$ cat config.mk
export PLATFORM = sky130hd
export DESIGN_NAME = an_partner_base_page_upper
export DESIGN_NICKNAME = d
export VERILOG_FILES = /design/src/an_partner_pkg.sv /design/src/an_partner_base_page_upper.sv /design/src/page_snapshot.sv
export SDC_FILE = /design/constraint.sdc
export NUM_CORES = 1
export LEC_CHECK = 0
export ABC_AREA = 1
export ABC_CLOCK_PERIOD_IN_PS = 3000
export BUFFER_PORTS_ARGS = -buffer_cell sky130_fd_sc_hd__buf_2
export CORE_ASPECT_RATIO = 0.9
export CORE_UTILIZATION = 45
export CTS_CLUSTER_SIZE = 25
export DETAILED_ROUTE_END_ITERATION = 16
export PLACE_DENSITY = 0.85
export REMOVE_ABC_BUFFERS = 1
export SYNTH_ARGS = -nofsm -noshare
export SYNTH_HDL_FRONTEND = slang
export SYNTH_SLANG_ARGS = --single-unit
$ cat constraint.sdc
create_clock -name aclk -period 3 [get_ports aclk]
set_input_delay 0.15 -clock aclk [delete_from_list [all_inputs] [get_ports aclk]]
set_output_delay 0.15 -clock aclk [all_outputs]
set_load 0.03 [all_outputs]
$ cat src/an_partner_pkg.sv
package an_partner_pkg;

  localparam int ADDR_W = 14;
  localparam int DATA_W = 32;
  localparam int WORD_W = 16;
  localparam int PAGE_W = 48;

  // register indices; byte address is four times the index
  localparam logic [11:0] IDX_LOCAL = 12'h204;
  localparam logic [11:0] IDX_LOW = 12'h205;
  localparam logic [11:0] IDX_MID = 12'h206;
  localparam logic [11:0] IDX_HIGH = 12'h207;
  localparam logic [11:0] IDX_STATUS = 12'h210;

  localparam logic [ADDR_W-1:0] ADDR_LOCAL = {IDX_LOCAL, 2'b00};
  localparam logic [ADDR_W-1:0] ADDR_LOW = {IDX_LOW, 2'b00};
  localparam logic [ADDR_W-1:0] ADDR_MID = {IDX_MID, 2'b00};
  localparam logic [ADDR_W-1:0] ADDR_HIGH = {IDX_HIGH, 2'b00};
  localparam logic [ADDR_W-1:0] ADDR_STATUS = {IDX_STATUS, 2'b00};

  // field positions inside the 16-bit words
  localparam int LOW_ROLE_FORCED_BIT = 12;
  localparam int MID_LONG_REACH_BIT = 14;
  localparam int MID_GIGABIT_BIT = 7;
  localparam int MID_SHORT_FD_BIT = 6;
  localparam int MID_FAST_BIT = 5;
  localparam int MID_LEADER_BIT = 4;
  localparam int HIGH_ENERGY_BIT = 14;
  localparam int HIGH_SWING_ABLE_BIT = 13;
  localparam int HIGH_SWING_REQ_BIT = 12;
  localparam int HIGH_SHORT_HD_BIT = 11;
  localparam int STATUS_SWING_BIT = 0;

  // implemented bits; everything else reads zero
  localparam logic [WORD_W-1:0] LOW_MASK = 16'hfc1f;
  localparam logic [WORD_W-1:0] MID_MASK = 16'h40f0;
  localparam logic [WORD_W-1:0] HIGH_MASK = 16'h7800;
  localparam logic [WORD_W-1:0] LOCAL_MASK = 16'h3000;
  localparam logic [2*WORD_W-1:0] SNAP_MASK = {HIGH_MASK, MID_MASK};

  localparam logic [WORD_W-1:0] WORD_RESET = 16'h0000;
  localparam logic [WORD_W-1:0] LOCAL_RESET = 16'h0000;

  localparam logic [1:0] RESP_OKAY = 2'b00;
  localparam logic [1:0] RESP_DECERR = 2'b11;

  typedef enum logic [5:0] {
    SEL_NONE = 6'b000001,
    SEL_LOCAL = 6'b000010,
    SEL_LOW = 6'b000100,
    SEL_MID = 6'b001000,
    SEL_HIGH = 6'b010000,
    SEL_STATUS = 6'b100000
  } sel_e;

endpackage

$ cat src/an_partner_base_page_upper.sv
`timescale 1ns/100ps
module an_partner_base_page_upper (
  input wire logic aclk, // clock, 250 MHz
  input wire logic aresetn, // sync reset, active low
  input wire logic [an_partner_pkg::ADDR_W-1:0] s_axi_awaddr, // write address
  input wire logic s_axi_awvalid, // write address valid
  output logic s_axi_awready, // write address ready
  input wire logic [an_partner_pkg::DATA_W-1:0] s_axi_wdata, // write data
  input wire logic [3:0] s_axi_wstrb, // write byte enables
  input wire logic s_axi_wvalid, // write data valid
  output logic s_axi_wready, // write data ready
  output logic [1:0] s_axi_bresp, // write response
  output logic s_axi_bvalid, // write response valid
  input wire logic s_axi_bready, // write response ready
  input wire logic [an_partner_pkg::ADDR_W-1:0] s_axi_araddr, // read address
  input wire logic s_axi_arvalid, // read address valid
  output logic s_axi_arready, // read address ready
  output logic [an_partner_pkg::DATA_W-1:0] s_axi_rdata, // read data
  output logic [1:0] s_axi_rresp, // read response
  output logic s_axi_rvalid, // read data valid
  input wire logic s_axi_rready, // read data ready
  input wire logic [an_partner_pkg::PAGE_W-1:0] rx_base_page, // live received base page
  output logic tx_high_swing // resolved transmit level, 1 = high
);

  function automatic an_partner_pkg::sel_e decode(input logic [an_partner_pkg::ADDR_W-1:0] a);
    if (a == an_partner_pkg::ADDR_LOCAL) begin
      return an_partner_pkg::SEL_LOCAL;
    end else if (a == an_partner_pkg::ADDR_LOW) begin
      return an_partner_pkg::SEL_LOW;
    end else if (a == an_partner_pkg::ADDR_MID) begin
      return an_partner_pkg::SEL_MID;
    end else if (a == an_partner_pkg::ADDR_HIGH) begin
      return an_partner_pkg::SEL_HIGH;
    end else if (a == an_partner_pkg::ADDR_STATUS) begin
      return an_partner_pkg::SEL_STATUS;
    end else begin
      return an_partner_pkg::SEL_NONE;
    end
  endfunction

  ////////////////////////////////////////////////////////////////////////////
  // snapshot of the upper partner words

  logic ar_take;
  an_partner_pkg::sel_e ar_sel;
  logic capture;
  logic [2*an_partner_pkg::WORD_W-1:0] snap_d;
  logic [2*an_partner_pkg::WORD_W-1:0] snap_q;

  assign ar_take = s_axi_arvalid && s_axi_arready;
  assign ar_sel = decode(s_axi_araddr);
  assign capture = ar_take && (ar_sel == an_partner_pkg::SEL_LOW);
  // reserved positions masked at capture so they can never read back
  assign snap_d = rx_base_page[an_partner_pkg::PAGE_W-1:an_partner_pkg::WORD_W]
                  & an_partner_pkg::SNAP_MASK;

  page_snapshot #(
    .WIDTH(2*an_partner_pkg::WORD_W)
  ) u_snap (
    .aclk(aclk),
    .aresetn(aresetn),
    .capture(capture),
    .d(snap_d),
    .q(snap_q)
  );

  ////////////////////////////////////////////////////////////////////////////
  // write channel

  logic awready_reg, awready_next;
  logic wready_reg, wready_next;
  logic aw_held_reg, aw_held_next;
  logic w_held_reg, w_held_next;
  logic [an_partner_pkg::ADDR_W-1:0] aw_addr_reg, aw_addr_next;
  logic [an_partner_pkg::WORD_W-1:0] w_data_reg, w_data_next;
  logic w_strb1_reg, w_strb1_next;
  logic bvalid_reg, bvalid_next;
  logic [1:0] bresp_reg, bresp_next;
  logic [an_partner_pkg::WORD_W-1:0] local_reg, local_next;
  an_partner_pkg::sel_e aw_sel;

  assign aw_sel = decode(aw_addr_reg);

  always_comb begin
    awready_next = awready_reg;
    wready_next = wready_reg;
    aw_held_next = aw_held_reg;
    w_held_next = w_held_reg;
    aw_addr_next = aw_addr_reg;
    w_data_next = w_data_reg;
    w_strb1_next = w_strb1_reg;
    bvalid_next = bvalid_reg;
    bresp_next = bresp_reg;
    local_next = local_reg;
    if (s_axi_awvalid && awready_reg) begin
      aw_held_next = 1'b1;
      aw_addr_next = s_axi_awaddr;
      awready_next = 1'b0;
    end
    if (s_axi_wvalid && wready_reg) begin
      w_held_next = 1'b1;
      w_data_next = s_axi_wdata[an_partner_pkg::WORD_W-1:0];
      w_strb1_next = s_axi_wstrb[1];
      wready_next = 1'b0;
    end
    if (aw_held_reg && w_held_reg && !bvalid_reg) begin
      aw_held_next = 1'b0;
      w_held_next = 1'b0;
      bvalid_next = 1'b1;
      bresp_next = an_partner_pkg::RESP_OKAY;
      // snapshot words have no write path at all
      if (aw_sel == an_partner_pkg::SEL_LOCAL) begin
        if (w_strb1_reg) begin
          local_next = (local_reg & ~an_partner_pkg::LOCAL_MASK)
                       | (w_data_reg & an_partner_pkg::LOCAL_MASK);
        end
      end else if (aw_sel == an_partner_pkg::SEL_NONE) begin
        bresp_next = an_partner_pkg::RESP_DECERR;
      end
    end
    if (bvalid_reg && s_axi_bready) begin
      bvalid_next = 1'b0;
      awready_next = 1'b1;
      wready_next = 1'b1;
    end
  end

  always_ff @(posedge aclk) begin
    if (!aresetn) begin
      awready_reg <= 1'b1;
      wready_reg <= 1'b1;
      aw_held_reg <= 1'b0;
      w_held_reg <= 1'b0;
      aw_addr_reg <= '0;
      w_data_reg <= '0;
      w_strb1_reg <= 1'b0;
      bvalid_reg <= 1'b0;
      bresp_reg <= an_partner_pkg::RESP_OKAY;
      local_reg <= an_partner_pkg::LOCAL_RESET;
    end else begin
      awready_reg <= awready_next;
      wready_reg <= wready_next;
      aw_held_reg <= aw_held_next;
      w_held_reg <= w_held_next;
      aw_addr_reg <= aw_addr_next;
      w_data_reg <= w_data_next;
      w_strb1_reg <= w_strb1_next;
      bvalid_reg <= bvalid_next;
      bresp_reg <= bresp_next;
      local_reg <= local_next;
    end
  end

  ////////////////////////////////////////////////////////////////////////////
  // transmit level resolution

  logic swing_reg, swing_next;
  logic local_able, local_req, peer_able, peer_req;

  assign local_able = local_reg[an_partner_pkg::HIGH_SWING_ABLE_BIT];
  assign local_req = local_reg[an_partner_pkg::HIGH_SWING_REQ_BIT];
  // live partner bits: the link resolves before software ever reads
  assign peer_able = rx_base_page[an_partner_pkg::WORD_W*2+an_partner_pkg::HIGH_SWING_ABLE_BIT];
  assign peer_req = rx_base_page[an_partner_pkg::WORD_W*2+an_partner_pkg::HIGH_SWING_REQ_BIT];

  always_comb begin
    swing_next = local_able && peer_able && (local_req || peer_req);
  end

  always_ff @(posedge aclk) begin
    if (!aresetn) begin
      swing_reg <= 1'b0;
    end else begin
      swing_reg <= swing_next;
    end
  end

  ////////////////////////////////////////////////////////////////////////////
  // read channel

  logic arready_reg, arready_next;
  logic rvalid_reg, rvalid_next;
  logic [an_partner_pkg::DATA_W-1:0] rdata_reg, rdata_next;
  logic [1:0] rresp_reg, rresp_next;
  logic [an_partner_pkg::WORD_W-1:0] live_low;

  // forced-role flag comes along in the low word
  assign live_low = rx_base_page[an_partner_pkg::WORD_W-1:0] & an_partner_pkg::LOW_MASK;

  always_comb begin
    arready_next = arready_reg;
    rvalid_next = rvalid_reg;
    rdata_next = rdata_reg;
    rresp_next = rresp_reg;
    if (ar_take) begin
      arready_next = 1'b0;
      rvalid_next = 1'b1;
      rresp_next = an_partner_pkg::RESP_OKAY;
      rdata_next = '0;
      case (ar_sel)
        an_partner_pkg::SEL_LOCAL: begin
          rdata_next[an_partner_pkg::WORD_W-1:0] = local_reg;
        end
        an_partner_pkg::SEL_LOW: begin
          rdata_next[an_partner_pkg::WORD_W-1:0] = live_low;
        end
        an_partner_pkg::SEL_MID: begin
          rdata_next[an_partner_pkg::WORD_W-1:0] = snap_q[an_partner_pkg::WORD_W-1:0];
        end
        an_partner_pkg::SEL_HIGH: begin
          rdata_next[an_partner_pkg::WORD_W-1:0] =
            snap_q[2*an_partner_pkg::WORD_W-1:an_partner_pkg::WORD_W];
        end
        an_partner_pkg::SEL_STATUS: begin
          rdata_next[an_partner_pkg::STATUS_SWING_BIT] = swing_reg;
        end
        default: begin
          rresp_next = an_partner_pkg::RESP_DECERR;
        end
      endcase
    end
    if (rvalid_reg && s_axi_rready) begin
      rvalid_next = 1'b0;
      arready_next = 1'b1;
    end
  end

  always_ff @(posedge aclk) begin
    if (!aresetn) begin
      arready_reg <= 1'b1;
      rvalid_reg <= 1'b0;
      rdata_reg <= '0;
      rresp_reg <= an_partner_pkg::RESP_OKAY;
    end else begin
      arready_reg <= arready_next;
      rvalid_reg <= rvalid_next;
      rdata_reg <= rdata_next;
      rresp_reg <= rresp_next;
    end
  end

  assign s_axi_awready = awready_reg;
  assign s_axi_wready = wready_reg;
  assign s_axi_bvalid = bvalid_reg;
  assign s_axi_bresp = bresp_reg;
  assign s_axi_arready = arready_reg;
  assign s_axi_rvalid = rvalid_reg;
  assign s_axi_rdata = rdata_reg;
  assign s_axi_rresp = rresp_reg;
  assign tx_high_swing = swing_reg;

  ////////////////////////////////////////////////////////////////////////////
  // assertions

  AST_RESET_ZERO: assert property (@(posedge aclk) disable iff (!aresetn)
    $rose(aresetn) |-> (snap_q == '0))
    else $error("snapshot not zero after reset");

  AST_CAPTURE: assert property (@(posedge aclk) disable iff (!aresetn)
    capture |=> (snap_q == $past(snap_d)))
    else $error("snapshot missed low-word read");

  AST_HOLD: assert property (@(posedge aclk) disable iff (!aresetn)
    !capture |=> $stable(snap_q))
    else $error("snapshot changed without low-word read");

  AST_MID_READ: assert property (@(posedge aclk) disable iff (!aresetn)
    (ar_take && ar_sel == an_partner_pkg::SEL_MID) |=>
      (s_axi_rvalid && s_axi_rdata == {16'h0000, $past(snap_q[15:0])}))
    else $error("mid read not from snapshot");

  AST_HIGH_READ: assert property (@(posedge aclk) disable iff (!aresetn)
    (ar_take && ar_sel == an_partner_pkg::SEL_HIGH) |=>
      (s_axi_rvalid && s_axi_rdata == {16'h0000, $past(snap_q[31:16])}))
    else $error("high read not from snapshot");

  AST_FIELDS: assert property (@(posedge aclk) disable iff (!aresetn)
    capture |=> (snap_q[14] == $past(rx_base_page[30]) && snap_q[4] == $past(rx_base_page[20])
      && snap_q[30] == $past(rx_base_page[46]) && snap_q[29] == $past(rx_base_page[45])))
    else $error("partner field position wrong");

  AST_RSVD: assert property (@(posedge aclk) disable iff (!aresetn)
    (snap_q & ~an_partner_pkg::SNAP_MASK) == '0)
    else $error("reserved bit set in snapshot");

  AST_LOW_STROBE: assert property (@(posedge aclk) disable iff (!aresetn)
    capture |=> (s_axi_rvalid && s_axi_rdata[12] == $past(rx_base_page[12])))
    else $error("low read did not answer with forced flag");

  AST_SWING: assert property (@(posedge aclk) disable iff (!aresetn)
    (!local_able || !peer_able) |=> !tx_high_swing)
    else $error("high swing without both able");

  AST_BRESP_HOLD: assert property (@(posedge aclk) disable iff (!aresetn)
    (s_axi_bvalid && !s_axi_bready) |=> (s_axi_bvalid && $stable(s_axi_bresp)))
    else $error("write response dropped");

  COV_CAPTURE: cover property (@(posedge aclk) disable iff (!aresetn) capture);
  COV_MID_AFTER_LOW: cover property (@(posedge aclk) disable iff (!aresetn)
    capture ##[1:20] (ar_take && ar_sel == an_partner_pkg::SEL_MID));
  COV_WRITE_LOCAL: cover property (@(posedge aclk) disable iff (!aresetn)
    (aw_held_reg && w_held_reg && aw_sel == an_partner_pkg::SEL_LOCAL));
  COV_SWING: cover property (@(posedge aclk) disable iff (!aresetn) $rose(tx_high_swing));

endmodule

$ cat src/page_snapshot.sv
`timescale 1ns/100ps
module page_snapshot #(
  parameter int WIDTH = 32
) (
  input wire logic aclk, // clock
  input wire logic aresetn, // sync reset, active low
  input wire logic capture, // one-cycle load strobe
  input wire logic [WIDTH-1:0] d, // live value
  output logic [WIDTH-1:0] q // held value
);

  // refused at elaboration, before any logic is built
  if (WIDTH < 1) begin : g_bad_width
    $error("page_snapshot: WIDTH must be positive");
  end

  logic [WIDTH-1:0] q_next;

  always_comb begin
    q_next = q;
    if (capture) begin
      q_next = d;
    end
  end

  always_ff @(posedge aclk) begin
    if (!aresetn) begin
      q <= '0;
    end else begin
      q <= q_next;
    end
  end

endmodule

==> results.txt <==
----------------------------------------------------
[Timing]
  Unrepaired setup endpoints after global routing ... no
  Maximum achievable frequency ... 510 MHz
  Worst-case headroom to the max-slew limit ... 58.1%
  Clock Skews ... 6.07 ps
  Fin. max-slew vios ... 0
  Share of the clock period used by the worst path after layout ... 65.4%
  Post-route setup TNS ... 0 ps
  Final hold slack ... 81.4 ps
  Total of endpoints with negative setup slack in the final report ... 0
  Post-layout min period ... 1960 ps
  Post-layout worst setup margin ... 1040 ps
  Slew of the pin with the lowest slew margin ... 627 ps
  Number of hold violations in the final report ... 0

[Setup path]
  Arr. time, crit path ... 2200 ps
  Worst endpoint required time ... 3240 ps
  Worst stage delay on the critical path ... 570 ps
  Largest fanout on the critical path ... 23
  Standard cell with the maximum stage delay on the critical path ... clkinv_1
  Ordered list of cells on the worst path ... nand2_1 -> clkinv_1 -> buf_4 -> nand3_1 -> o211ai_1 -> a21oi_1
  Type of the worst setup path ... flop to flop
  Worst Setup End Kind ... flop
  CP Launch Type ... flop

[Clocking]
  Count of cells resized by post-cts repair ... 0
  Clock tree root buffer cell ... clkbuf_8
  # clock sinks ... 53
  Number of buffers created by CTS ... 5
  Postcts setup bufs ... 0
  TritonCTS clock tree ... done
  Hold buffer count at CTS ... 0
  Number of H-tree branching levels ... 2
  CTS max path bufs ... 2
  Skew-Pair Late Insertion Delay ... 300 ps
  CTS clock-pin slew for the worst setup and hold paths ... 100 ps

[Logic synthesis]
  Synth warn ... 0
  Netlist area before placement ... 2420 um^2
  Count of distinct cell types in the synthesized netlist ... 32
  Sequential cell area fraction in the yosys report ... 43.9%
  Post-synthesis average cell area ... 7.55 um^2
  Cells after Synth ... 320
  Register bit count reported by yosys ... 53

[Routing]
  Post-detailed-route DRC marker count ... 0
  Final wirelength ... 4920 um
  Initial DRC Count ... 90
  Remaining number of nets flagged by the antenna check after routing ... 0
  Total number of vias ... 2215
  Post-DR vias/cell ... 4.79
  TritonRoute pass-1 iters ... 4
  Wire per inst ... 10.7 um

[Final layout]
  Most frequent cells in the layout ... 83 x buf_2, 59 x nand2_1, 53 x dfxtp_1
  Ratio of cells with drive above 1 in the final layout ... 29.7%
  Flip-flop count of the largest register after layout ... 15
  Diodes inserted ... 0
  Footprint of the multi-input gates ... 1110 um^2
  Number of inserted filler cells in the final layout ... 499
  Design Area, Final ... 2860 um^2
  Non-filler instance count after layout ... 462
  Nets@finish ... 515
  Most frequent standard cell in the layout excluding fill and tap cells ... buf_2
  Register area ... 1060 um^2
  Synth-to-layout area growth ... 18.5%

[GRT]
  Initial antenna violation count ... 0
  Overflow left after global routing ... 0
  Number of global-route vias before repair ... 2035
  GR Util All Layers ... 18.7%
  Wire length of the first global-routing pass ... 8420 um
  Maximum number of pins on one net before global-route repair ... 34

[Pwr]
  Power per standard cell area ... 474 nW/um^2
  Leakage component of the power ... 1.33 nW
  Max VDD drop ... 0.281 mV

[Floorplan]
  Starting density of the core ... 48.2%
  Die Y ... 71.5 um
  Die area ... 5670 um^2
  Rows ... 24
  X dimension of the die ... 79.2 um
  Core outline area ... 5010 um^2
  I/O pins ... 161

[Placement]
  Final HPWL from detailed placement ... 3710 um
  Placed cell count ... 454
  Instance area at placement ... 2780 um^2
  Port Buffer Count ... 83
  RD Place Congestion ... 0.769
  Setup slack at placement ... 1050 ps

[Status]
  Status ... completed

[Run]
  Number of maximum-capacitance violations ... 0

[Hold path]
  Type of the tightest min-delay check ... input port to flop

----------------------------------------------------
[synthesized netlist by cell type]
cell type,instances,area share (%)
nand2_1,59,9.2
dfxtp_1,53,44
nor2_1,42,6.5
a21oi_1,27,5.6
nand3_1,25,5.2
o21ai_0,22,4.6
buf_4,19,5.9
inv_1,18,2.8
a21oi_2,7,2.5
nand3_2,6,2.5
clkbuf_1,5,0.78
nand4_1,4,1.0
buf_2,3,0.62
clkinv_1,3,0.47
nor3_1,3,0.62
buf_1,2,0.31
buf_6,2,0.93
inv_2,2,0.31
nand2_2,2,0.52
nand3b_1,2,0.62
nor2_2,2,0.52
o21a_1,2,0.62
clkinv_4,1,0.36
conb_1,1,0.16
nand2_4,1,0.47
nor2_4,1,0.47
nor2_8,1,0.83
o2111a_1,1,0.47
o211ai_1,1,0.31
o21ai_1,1,0.21
o21ai_2,1,0.36
or2_4,1,0.36
[per-stage QoR]
stage,power [W],util (%)
after floorplan,0.000906,-
after global placement,0.000982,55.4
after detailed placement,0.000987,55.4
after CTS,0.00137,57.1
after global routing,0.00142,57.1
final,0.00136,57.1
[layer usage]
metal	vias to the layer above	part of all wire (%)	track usage [%]
li1	1156	-	-
met1	985	46	22.8
met2	70	48	33.1
met3	4	5.4	3.18
met4	0	0.93	6.46
met5	-	0	0
[cell type report]
class,count,area share (%)
multi-input cells,227,38.8
flip-flops and latches,53,37.0
repair buffers,85,15.0
inverters,24,3.32
well taps,65,2.84
clock buffers,5,2.40
clock inverters,3,0.612
[worst paths after layout]
kind,slack [ps],depth (start not counted),from,endpoint
setup / recovery,1040,6,s_axi_arready,s_axi_rresp[0]
hold reg to reg,450,2,w_held_reg,w_held_reg
setup reg to reg,1040,6,s_axi_arready,s_axi_rresp[0]
hold / removal,80,3,rx_base_page[2],s_axi_rdata[2]
[logic make-up (layout without fill, tap and decap cells)]
| family | Yosys count | count (layout) | synth area share [%] |
|---|---|---|---|
| DFF | 53 | 53 | 43.9 |
| other | 1 | 16 | 0.155 |
| buffers and inverters | 55 | 117 | 12.5 |
| AOI/OAI and AO/OA | 62 | 62 | 14.7 |
| and+or+nand+nor | 149 | 149 | 28.8 |
[worst max-delay path: cells and delay by family (launching register included)]
family,cells,cell delay [ps]
AO/OA/AOI/OAI,2,220
buffers and inverters,2,960
flip-flops,1,330
AND/OR/NAND/NOR,2,380
[power by group]
part	internal [W]	switching, W	total [W]
sequential	0.000738	0.0000170	0.000755
clock	0.000161	0.000226	0.000388
combinational	0.0000685	0.000147	0.000216
(Power assumes the default switching activity.)
